### src/ahps_defines.vh
// Constants for the host port conversion sequencer.
// Assumes a single 250 MHz system clock; the conversion clock is an enable.
`ifndef AHPS_DEFINES_VH
`define AHPS_DEFINES_VH

// Control word layout
`define AHPS_CW_W        10
`define AHPS_CW_RESET    10'h000
`define AHPS_CH1_LSB     0
`define AHPS_CH1_MSB     2
`define AHPS_CH2_LSB     3
`define AHPS_CH2_MSB     5
`define AHPS_DUAL_BIT    6
`define AHPS_HST_BIT     7
`define AHPS_PD_BIT      8
`define AHPS_POL_BIT     9

// Result and approximation register
`define AHPS_RES_W       10
`define AHPS_RES_ZERO    10'h000
`define AHPS_SAR_TRIAL   10'h200

// Clock and timing
`define AHPS_CLK_MHZ     250
`define AHPS_DIV_W       5
`define AHPS_DIV_LAST    5'h1F
`define AHPS_DIV_ZERO    5'h00
`define AHPS_HOLD_DLY_NS 40
`define AHPS_DLY_CYC     ((`AHPS_HOLD_DLY_NS * `AHPS_CLK_MHZ) / 1000)
`define AHPS_DLY_W       4
`define AHPS_DLY_ZERO    4'h0
`define AHPS_DLY_ONE     4'h1

// Conversion sequence counts, in conversion clock cycles
`define AHPS_CNT_W       4
`define AHPS_CNT_ZERO    4'h0
`define AHPS_CNT_ONE     4'h1
`define AHPS_ACQ_CYC     4'h4
`define AHPS_DEC1_CYC    4'h2
`define AHPS_DEC2_CYC    4'h4
`define AHPS_DEC3_CYC    4'h5
`define AHPS_DEC_LAST    4'hC
`define AHPS_CONV_LAST   4'hD
`define AHPS_NO_BIT      4'hF
`define AHPS_IDX_B1      4'h9
`define AHPS_IDX_B2      4'h8

`endif

### src/ahps_seq.v
// Host port conversion sequencer for a 10-bit multichannel SUCCESSIVE_APPROX_REG converter.
// Assumes the host strobes, data bus and comparator are asynchronous
// to CLK and that the analog track/hold, mux and DAC follow the outputs.
`include "ahps_defines.vh"

module ahps_seq
(
    input  wire                    CLK,
    input  wire                    RESET_N,
    input  wire                    CS_N,
    input  wire                    WR_N,
    input  wire                    RD_N,
    input  wire [`AHPS_CW_W-1:0]   DATA_IN,
    input  wire                    COMP_IN,
    output reg  [`AHPS_RES_W-1:0]  DATA_OUT,
    output reg                     DATA_OE,
    output reg                     BUSY_INT,
    output reg                     HOLD,
    output reg  [`AHPS_RES_W-1:0]  SAR_OUT,
    output reg  [2:0]              MUX_SEL,
    output reg                     REF_SELECT,
    output reg                     POWER_DOWN
);

    localparam [2:0] S_IDLE = 3'b001;
    localparam [2:0] S_ACQ  = 3'b010;
    localparam [2:0] S_CONV = 3'b100;

    // Decision delay in CLK cycles, cut to the delay counter width
    localparam integer               DLY_INT = `AHPS_DLY_CYC;
    localparam [`AHPS_DLY_W-1:0]     DLY_CYC = DLY_INT[`AHPS_DLY_W-1:0];

    // Bit position decided at a given conversion count, or none
    function [`AHPS_CNT_W-1:0] dec_index;
        input [`AHPS_CNT_W-1:0] c;
        begin
            if (c == `AHPS_DEC1_CYC)
                dec_index = `AHPS_IDX_B1;
            else if (c == `AHPS_DEC2_CYC)
                dec_index = `AHPS_IDX_B2;
            else if (c >= `AHPS_DEC3_CYC && c <= `AHPS_DEC_LAST)
                dec_index = `AHPS_DEC_LAST - c;
            else
                dec_index = `AHPS_NO_BIT;
        end
    endfunction

    ////////////////////////////////////////////////////////////////////
    // Input synchronisers

    reg  [2:0]               strb_m;
    reg  [2:0]               strb_s;
    reg  [`AHPS_CW_W-1:0]    din_m;
    reg  [`AHPS_CW_W-1:0]    din_s;
    reg                      comp_m;
    reg                      comp_s;

    always @(posedge CLK or negedge RESET_N)
    begin
        if (!RESET_N)
        begin
            strb_m <= 3'h7;
            strb_s <= 3'h7;
            din_m  <= `AHPS_CW_RESET;
            din_s  <= `AHPS_CW_RESET;
            comp_m <= 1'b0;
            comp_s <= 1'b0;
        end
        else
        begin
            strb_m <= {CS_N, WR_N, RD_N};
            strb_s <= strb_m;
            din_m  <= DATA_IN;
            din_s  <= din_m;
            comp_m <= COMP_IN;
            comp_s <= comp_m;
        end
    end

    wire cs_s = strb_s[2];
    wire wr_s = strb_s[1];
    wire rd_s = strb_s[0];

    wire wr_act = !cs_s && !wr_s && rd_s;
    wire rd_act = !cs_s && !rd_s && wr_s;

    reg  wr_act_q;
    reg  rd_act_q;

    wire wr_lead  = wr_act && !wr_act_q;
    wire wr_trail = !wr_act && wr_act_q;
    wire rd_lead  = rd_act && !rd_act_q;
    wire rd_trail = !rd_act && rd_act_q;

    ////////////////////////////////////////////////////////////////////
    // Conversion clock enable and 40 ns decision delay

    reg  [`AHPS_DIV_W-1:0]   div_cnt;
    reg  [`AHPS_DLY_W-1:0]   dly_cnt;
    reg                      step;

    // Step fires a fixed delay after each conversion clock edge;
    // hold and bit decisions all land on it.
    always @(posedge CLK or negedge RESET_N)
    begin
        if (!RESET_N)
        begin
            div_cnt <= `AHPS_DIV_ZERO;
            dly_cnt <= `AHPS_DLY_ZERO;
            step    <= 1'b0;
        end
        else
        begin
            step <= 1'b0;
            if (div_cnt == `AHPS_DIV_LAST)
                div_cnt <= `AHPS_DIV_ZERO;
            else
                div_cnt <= div_cnt + 1'b1;
            if (div_cnt == `AHPS_DIV_LAST)
                dly_cnt <= DLY_CYC;
            else if (dly_cnt != `AHPS_DLY_ZERO)
            begin
                dly_cnt <= dly_cnt - 1'b1;
                if (dly_cnt == `AHPS_DLY_ONE)
                    step <= 1'b1;
            end
        end
    end

    ////////////////////////////////////////////////////////////////////
    // Control word, sequencer and result registers

    reg  [2:0]               state;
    reg  [`AHPS_CW_W-1:0]    ctrl;
    reg  [`AHPS_CNT_W-1:0]   cnt;
    reg  [`AHPS_RES_W-1:0]   successive_approx_reg;
    reg  [`AHPS_RES_W-1:0]   res1;
    reg  [`AHPS_RES_W-1:0]   res2;
    reg                      second;
    reg                      rd_ptr;

    wire [`AHPS_CNT_W-1:0]   bidx = dec_index(cnt);
    wire                     dual = ctrl[`AHPS_DUAL_BIT];
    wire                     pol  = ctrl[`AHPS_POL_BIT];

    // Decision clears the trial bit on a low comparator, sets the next
    reg  [`AHPS_RES_W-1:0]   next_sar;
    integer                  i;

    always @*
    begin
        next_sar = successive_approx_reg;
        for (i = 0; i < `AHPS_RES_W; i = i + 1)
        begin
            if (bidx == i[`AHPS_CNT_W-1:0])
            begin
                if (!comp_s)
                    next_sar[i] = 1'b0;
                if (i > 0)
                    next_sar[i-1] = 1'b1;
            end
        end
    end

    always @(posedge CLK or negedge RESET_N)
    begin
        if (!RESET_N)
        begin
            wr_act_q <= 1'b0;
            rd_act_q <= 1'b0;
            state    <= S_IDLE;
            ctrl     <= `AHPS_CW_RESET;
            cnt      <= `AHPS_CNT_ZERO;
            successive_approx_reg      <= `AHPS_RES_ZERO;
            res1     <= `AHPS_RES_ZERO;
            res2     <= `AHPS_RES_ZERO;
            second   <= 1'b0;
            rd_ptr   <= 1'b0;
            BUSY_INT <= 1'b1;
            HOLD     <= 1'b0;
            DATA_OUT <= `AHPS_RES_ZERO;
        end
        else
        begin
            wr_act_q <= wr_act;
            rd_act_q <= rd_act;
            if (wr_lead)
            begin
                // Any write halts a running conversion
                if (state != S_IDLE)
                begin
                    state  <= S_IDLE;
                    HOLD   <= 1'b0;
                    successive_approx_reg    <= `AHPS_RES_ZERO;
                    if (din_s[`AHPS_PD_BIT])
                        BUSY_INT <= 1'b1;
                end
            end
            else if (wr_trail)
            begin
                ctrl   <= din_s;
                rd_ptr <= 1'b0;
                if (!din_s[`AHPS_PD_BIT])
                begin
                    state    <= S_ACQ;
                    cnt      <= `AHPS_CNT_ZERO;
                    second   <= 1'b0;
                    HOLD     <= 1'b0;
                    successive_approx_reg      <= `AHPS_RES_ZERO;
                    BUSY_INT <= din_s[`AHPS_POL_BIT];
                end
            end
            else if (rd_lead)
            begin
                if (state != S_IDLE)
                begin
                    state <= S_IDLE;
                    HOLD  <= 1'b0;
                    successive_approx_reg   <= `AHPS_RES_ZERO;
                end
                DATA_OUT <= rd_ptr ? res2 : res1;
            end
            else if (rd_trail)
            begin
                if (dual)
                    rd_ptr <= !rd_ptr;
            end
            else if (step)
            begin
                case (state)
                    S_ACQ:
                    begin
                        if (cnt == `AHPS_ACQ_CYC)
                        begin
                            state <= S_CONV;
                            HOLD  <= 1'b1;
                            cnt   <= `AHPS_CNT_ZERO;
                            successive_approx_reg   <= `AHPS_SAR_TRIAL;
                        end
                        else
                            cnt <= cnt + `AHPS_CNT_ONE;
                    end
                    S_CONV:
                    begin
                        if (cnt == `AHPS_CONV_LAST)
                        begin
                            cnt <= `AHPS_CNT_ZERO;
                            if (dual && !second)
                            begin
                                res1   <= successive_approx_reg;
                                second <= 1'b1;
                                successive_approx_reg    <= `AHPS_SAR_TRIAL;
                            end
                            else
                            begin
                                if (second)
                                    res2 <= successive_approx_reg;
                                else
                                    res1 <= successive_approx_reg;
                                BUSY_INT <= !pol;
                                state    <= S_IDLE;
                                HOLD     <= 1'b0;
                                successive_approx_reg      <= `AHPS_RES_ZERO;
                            end
                        end
                        else
                        begin
                            cnt <= cnt + `AHPS_CNT_ONE;
                            successive_approx_reg <= next_sar;
                        end
                    end
                    default:
                        cnt <= `AHPS_CNT_ZERO;
                endcase
            end
        end
    end

    ////////////////////////////////////////////////////////////////////
    // Analog side controls and bus enable

    always @(posedge CLK or negedge RESET_N)
    begin
        if (!RESET_N)
        begin
            DATA_OE    <= 1'b0;
            SAR_OUT    <= `AHPS_RES_ZERO;
            MUX_SEL    <= 3'h0;
            REF_SELECT <= 1'b0;
            POWER_DOWN <= 1'b0;
        end
        else
        begin
            DATA_OE    <= rd_act;
            SAR_OUT    <= successive_approx_reg;
            REF_SELECT <= ctrl[`AHPS_HST_BIT];
            if (ctrl[`AHPS_HST_BIT])
                MUX_SEL <= 3'h0;
            else if (second)
                MUX_SEL <= ctrl[`AHPS_CH2_MSB:`AHPS_CH2_LSB];
            else
                MUX_SEL <= ctrl[`AHPS_CH1_MSB:`AHPS_CH1_LSB];
            POWER_DOWN <= ctrl[`AHPS_PD_BIT];
        end
    end

endmodule

### config.mk
export PLATFORM = sky130hd
export DESIGN_NAME = ahps_seq
export DESIGN_NICKNAME = d
export VERILOG_FILES = /design/src/ahps_seq.v
export VERILOG_INCLUDE_DIRS = /design/src
export SDC_FILE = /design/constraint.sdc
export NUM_CORES = 1
export LEC_CHECK = 0
export BUFFER_PORTS_ARGS = -buffer_cell sky130_fd_sc_hd__buf_2
export CAP_MARGIN = 20
export CORE_AREA = 5 5 103 105
export DETAILED_ROUTE_END_ITERATION = 10
export DIE_AREA = 0 0 108 110
export PLACE_DENSITY = 0.74
export REMOVE_ABC_BUFFERS = 1
export SKIP_CTS_REPAIR_TIMING = 1
export SYNTH_ARGS = -nofsm -noshare
export SYNTH_HDL_FRONTEND = slang
export SYNTH_SLANG_ARGS = --single-unit
### constraint.sdc
create_clock -name CLK -period 2.8 [get_ports CLK]
set_input_delay 0.56 -clock CLK [delete_from_list [all_inputs] [get_ports CLK]]
set_output_delay 0.56 -clock CLK [all_outputs]
set_load 0.005 [all_outputs]
* Word-level counts from Yosys, hierarchy flattened
Cells that the tools add are included.
** Word-level totals
- Flip-flop bits (word level) :: 116
- Latch bits :: 0
- Memory bits (writable) :: 0
- Bits in read-only memories :: 0
- Input bits :: 16
- Output and inout port bits :: 28
- Logic and storage cells :: 238
- Memories kept :: 0
** Operators by class
- Add/sub/neg operators :: 4
- $mul :: 0
- Div/mod/pow operators :: 0
- Order comparisons :: 2
- Equality and inequality tests :: 51
- Shift operators :: 0
- Muxes and demuxes :: 88
- Bitwise operators :: 5
- Reductions and logical operators :: 53
** Operators with widths (number)
- 10-bit two-way mux :: 13
- 7-bit != test, second input constant :: 18
- 7-bit AND reduction :: 11
- 4-bit two-way mux :: 12
- 1-bit two-way mux :: 37
- 3-bit two-way mux :: 12
- 4-bit by 3-bit == test with 1-bit output, second input constant :: 5
- 10-bit case mux with 2 select lines :: 1
- 2-bit two-way mux :: 9
- 9-bit AND reduction :: 2
- 8-bit AND reduction :: 2
- 5-bit != test, second input constant :: 3
- 2-bit nonzero test :: 7
- 4-bit by 2-bit == test with 1-bit output, second input constant :: 3
- 4-bit == test, second input constant :: 3
- 3-bit != test, second input constant :: 4
- 6-bit != test, second input constant :: 2
- 1-bit logical AND :: 10
- 1-bit logical NOT :: 10
- 3-bit nonzero test :: 3
- 4-bit by 1-bit == test with 1-bit output, second input constant :: 2
- 2-bit != test, second input constant :: 4
- 4-bit case mux with 2 select lines :: 1
- 4-bit nonzero test :: 2
- 22 further kinds :: 27

* Logic depth before layout (Yosys ltp)
- Word-level depth :: 23
- Depth in mapped cells :: 11
- Gate-level depth less buffers :: 9

* Worst setup path before layout
OpenSTA, ideal clock, no wires.
- Kind :: register to register
- From :: register strb_s[0]
- To :: register res2[0]
- Library setup time :: 0.125 ns
- Arrival time :: 2.501 ns
- Required time :: 2.675 ns
- Slack :: 0.175 ns
- Cell stages (with the launch flop) :: 7
- Buffers on the path :: 0
- Period minus slack after synthesis :: 2.625 ns
- Cells stage by stage :: dfstp_2 > or3b_2 > ha_1 > nor3_1 > nand2_1 > nor3_2 > mux2_2
** Between the ends
- Longest elaborated chain between the ends :: 7
- Elaborated cells between the ends (all ways) :: 15
- Those cells by class :: 4 x bitwise; 11 x reduce/logical
** RTL lines
- from (decl) :: RTL line ahps_seq.v:52 : reg [2:0] strb_s;
- from (signal assigned) :: RTL line ahps_seq.v:72 : strb_s <= strb_m;
- 1-bit logical NOT :: RTL line ahps_seq.v:85 : wire rd_act = !cs_s && !rd_s && wr_s;
- 1-bit logical AND (2 in a row) :: RTL line ahps_seq.v:85
- 1-bit logical NOT :: RTL line ahps_seq.v:93 : wire rd_trail = !rd_act && rd_act_q;
- 1-bit logical AND :: RTL line ahps_seq.v:93
- 1-bit inverter (no line)
- 9-bit AND reduction (no line) *
- to (signal assigned) :: RTL line ahps_seq.v:176 : res2 <= `AHPS_RES_ZERO;
- to (signal assigned) :: RTL line ahps_seq.v:257 : res2 <= successive_approx_reg;
- to (decl) :: RTL line ahps_seq.v:138 : reg [`AHPS_RES_W-1:0] res2;
Mark *: on every way between the ends. The rest lies on a longest branch, timed or not.
A chain may end at the register's enable or synchronous reset.

* Worst setup path after layout
- From :: register strb_s[0]
- To :: register successive_approx_reg[6]
** Between the ends
- Longest elaborated chain between the ends :: 7
- Elaborated cells between the ends (all ways) :: 21
- Those cells by class :: 5 x eq/ne; 3 x mux; 13 x reduce/logical
** RTL lines
- 1-bit logical NOT :: RTL line ahps_seq.v:85
- 1-bit logical AND (2 in a row) :: RTL line ahps_seq.v:85
- 1-bit logical NOT / 1-bit logical AND (equally long branches) :: RTL line ahps_seq.v:93, ahps_seq.v:92
- 1-bit logical AND / 10-bit two-way mux (equally long branches) :: RTL line ahps_seq.v:93, ahps_seq.v:213
- 4-bit != test (no line) / 10-bit two-way mux (equally long branches)
- 7-bit AND reduction (no line) / 10-bit two-way mux (equally long branches)
- to (signal assigned) :: RTL line ahps_seq.v:174 : successive_approx_reg <= `AHPS_RES_ZERO;
- to (signal assigned) :: RTL line ahps_seq.v:194 : successive_approx_reg <= `AHPS_RES_ZERO;
- to (signal assigned) :: RTL line ahps_seq.v:209 : successive_approx_reg <= `AHPS_RES_ZERO;
- to (decl) :: RTL line ahps_seq.v:136 : reg [`AHPS_RES_W-1:0] successive_approx_reg;
Parallel ways exist; a longest one is shown, timed or not.

==> results_dict.tcl <==
set metrics [dict create \
    die_h_um 110 \
    yosys-top-cells-count "dfrtp_1 (108), nor2_1 (32), mux2_2 (30)" \
    place_ws_ns 0.1437 \
    worstReg2RegStart "strb_s[0]" \
    clk_latency_ns 0.51 \
    cp-end-kind "register" \
    worst_pin_slew_ns 0.6348 \
    rsz0062_at_grt "false" \
    synth_compound_area_share_pct 10.39 \
    path_common_cell "o211ai_1" \
    cts_root_buffer "clkbuf_8" \
    dpl.hpwl_um 6593 \
    grt-ovfl-total 0 \
    grt_pass1_vias 3452 \
    synth-seq-cells 116 \
    async_flop_share_pct 100.0 \
    grt_max_degree 50 \
    synthToLayoutAreaGrowth_pct 21.49 \
    avgSynthCellArea_um2 11.98 \
    synthCells 413 \
    irDropWorstVdd_mv 0.5555 \
    period_needed_ns 2.669 \
    synth_xor_area_share_pct 0.5308 \
    netlist_area_um2 4950 \
    drt-initial-drc-count 181 \
    critPathLaunchType "register" \
    max_freq_ghz 0.3746 \
    ant_nets 0 \
    global_route.usage.met3_pct 5.183 \
    vias 3426 \
    synthAdderAreaFrac_pct 3.792 \
    path_class "register to register" \
    clock-sinks 116 \
    pin_count 44 \
    fin_area_um2 6013 \
    dieWidth_um 108 \
    grt_use_met2_pct 30.33 \
    slowest_stage "or4_1" \
    seq_area_um2 2913 \
    cts_max_level 4 \
    firstDrtPassIters 7 \
    tns_ns 0 \
    grt-busiest-layer "met2" \
    antenna_found_initial 0 \
    synth_simple_gate_area_share_pct 14.11 \
    dp.cells 589 \
    post-synth-top-count-cell "dfrtp_1" \
    fill_cells 747 \
    port_buffers 43 \
    die_area_um2 11880 \
    required_ns 3.23 \
    critical-path-max-stage-delay_ns 0.54 \
    multi_input_area_um2 1921 \
    yosysWarnings 0 \
    crit_arrival_ns 3.10 \
    synth_top_area_share_pct 54.60 \
    synth_top_family_by_area "simple AND/OR/NAND/NOR gates" \
    synth-edff-count 0 \
    wl_per_cell_um 15.45 \
    placed_area_um2 5405 \
    yosysTopAreaCell "dfrtp_1" \
    grtUsageMet1_pct 22.62 \
    fin_cells 622 \
    cts_buffer_depth 2 \
    muxShareOfSynthArea_pct 9.884 \
    setup_ws_ns 0.1306 \
    min_period_over_period_pct 95.34 \
    r2r_slack_ns 0.13 \
    grt_pass1_wl_um 16710 \
    slew_headroom_pct 57.68 \
    hold_viol 0 \
    gp_congestion 0.9229 \
    synth_seq_area_share_pct 58.85 \
    p_per_area_nw_per_um2 801.6 \
    r2r_cells 7 \
    core_um2 9549 \
    vias_per_cell 5.508 \
    r2r-end "successive_approx_reg[6]" \
    start_util_pct 51.83 \
    hp-class "input port to asynchronous set/reset pin" \
    yosys_most_used_dff "dfrtp_1" \
    drive_gt1_share_pct 28.83 \
    cts-buffers-inserted 17 \
    drv_cap 0 \
    path_buf_inv 0 \
    drc 0 \
    finalSetupViolCount 0 \
    status "finished, final reports clean" \
    ys_types 60 \
    antenna_cells 0 \
    cts_tree "done" \
    fin_skew_ns 0.009495 \
    crit_path_cell_trace "or3b_2 -> ha_1 -> nor2b_1 -> o211ai_1 -> nand4_1 -> or4_1 -> o211ai_1" \
    worstPathMaxFanout 5 \
    wl_um 9612 \
    path_delay_family "simple AND/OR/NAND/NOR gates" \
    p_leak_nw 2.759 \
    nNetsFinal 507 \
    synth.area.top_cells "dfrtp_1 (55%), mux2_2 (6.8%), dfstp_2 (4.2%), ha_1 (3.8%), mux2i_1 (2.8%)" \
    clk_pin_slew_ns 0.06 \
    grt_util_all_layers_pct 18.09 \
    slew_viol_final 0 \
    core.rowCount 36 \
]
[logic make-up after synthesis]
kind of cell | Yosys count
and+or+nand+nor | 127
DFF | 116
AOI/OAI and AO/OA | 76
muxes | 45
buffers and inverters | 31
adders and majority gates | 15
xor gates and xnor gates | 3
[routing by layer]
metal / part of all wire [%] / routed length [µm] / vias up
li1: - / - / 1614
met4: 1.7 / 161 / 0
met5: 0 / 0 / -
met2: 50 / 4840 / 108
met1: 43 / 4107 / 1684
met3: 5.2 / 503 / 20
[power by group]
part	leakage [nW]	total [mW]	switching, mW	internal (mW)
Combinational	0.994	0.675	0.364	0.310
Clock	0.293	2.16	0.837	1.32
Sequential	1.47	1.99	0.143	1.85
Total	2.76	4.82	1.34	3.48
[metrics by stage]
stage / power [mW] / hold slack [ns] / util, %
detailed placement: 2.692 / 0.3347 / 56.60
global route: 5.064 / 0.07720 / 62.97
finish: 4.820 / 0.04382 / 62.97
CTS: 4.865 / 0.05551 / 62.84
global placement: 2.665 / 0.3318 / 56.60
floorplan: 2.405 / 0.2644 / -
[area by class of cell]
| class | instances | share of cell area, % |
|---|---|---|
| clock inverters | 14 | 2.788 |
| well taps | 133 | 2.767 |
| multi-input cells | 266 | 31.94 |
| clock buffers | 18 | 7.116 |
| repair buffers | 61 | 6.076 |
| inverters | 14 | 0.8739 |
| flip-flops and latches | 116 | 48.44 |
[worst max path at each step]
stage,startpoint,to,cells past startpoint
after floorplan,strb_s[0],res2[0],6
after global placement,strb_s[0],successive_approx_reg[6],7
after detailed placement,strb_s[0],cnt[3],7
after CTS,strb_s[0],cnt[3],7
after global routing,strb_s[0],successive_approx_reg[7],8
final,strb_s[0],successive_approx_reg[6],7
[placed cells by master, fill, tap and decap left out, types with 15 or more instances in the layout]
master	count
nand2_1	25
a21oi_1	15
ha_1	15
buf_2	42
dfrtp_1	108
mux2_2	30
buf_4	18
nor2_1	32
clkbuf_16	16
o21ai_0	15
Note: power is estimated with default switching activity, not from simulation.
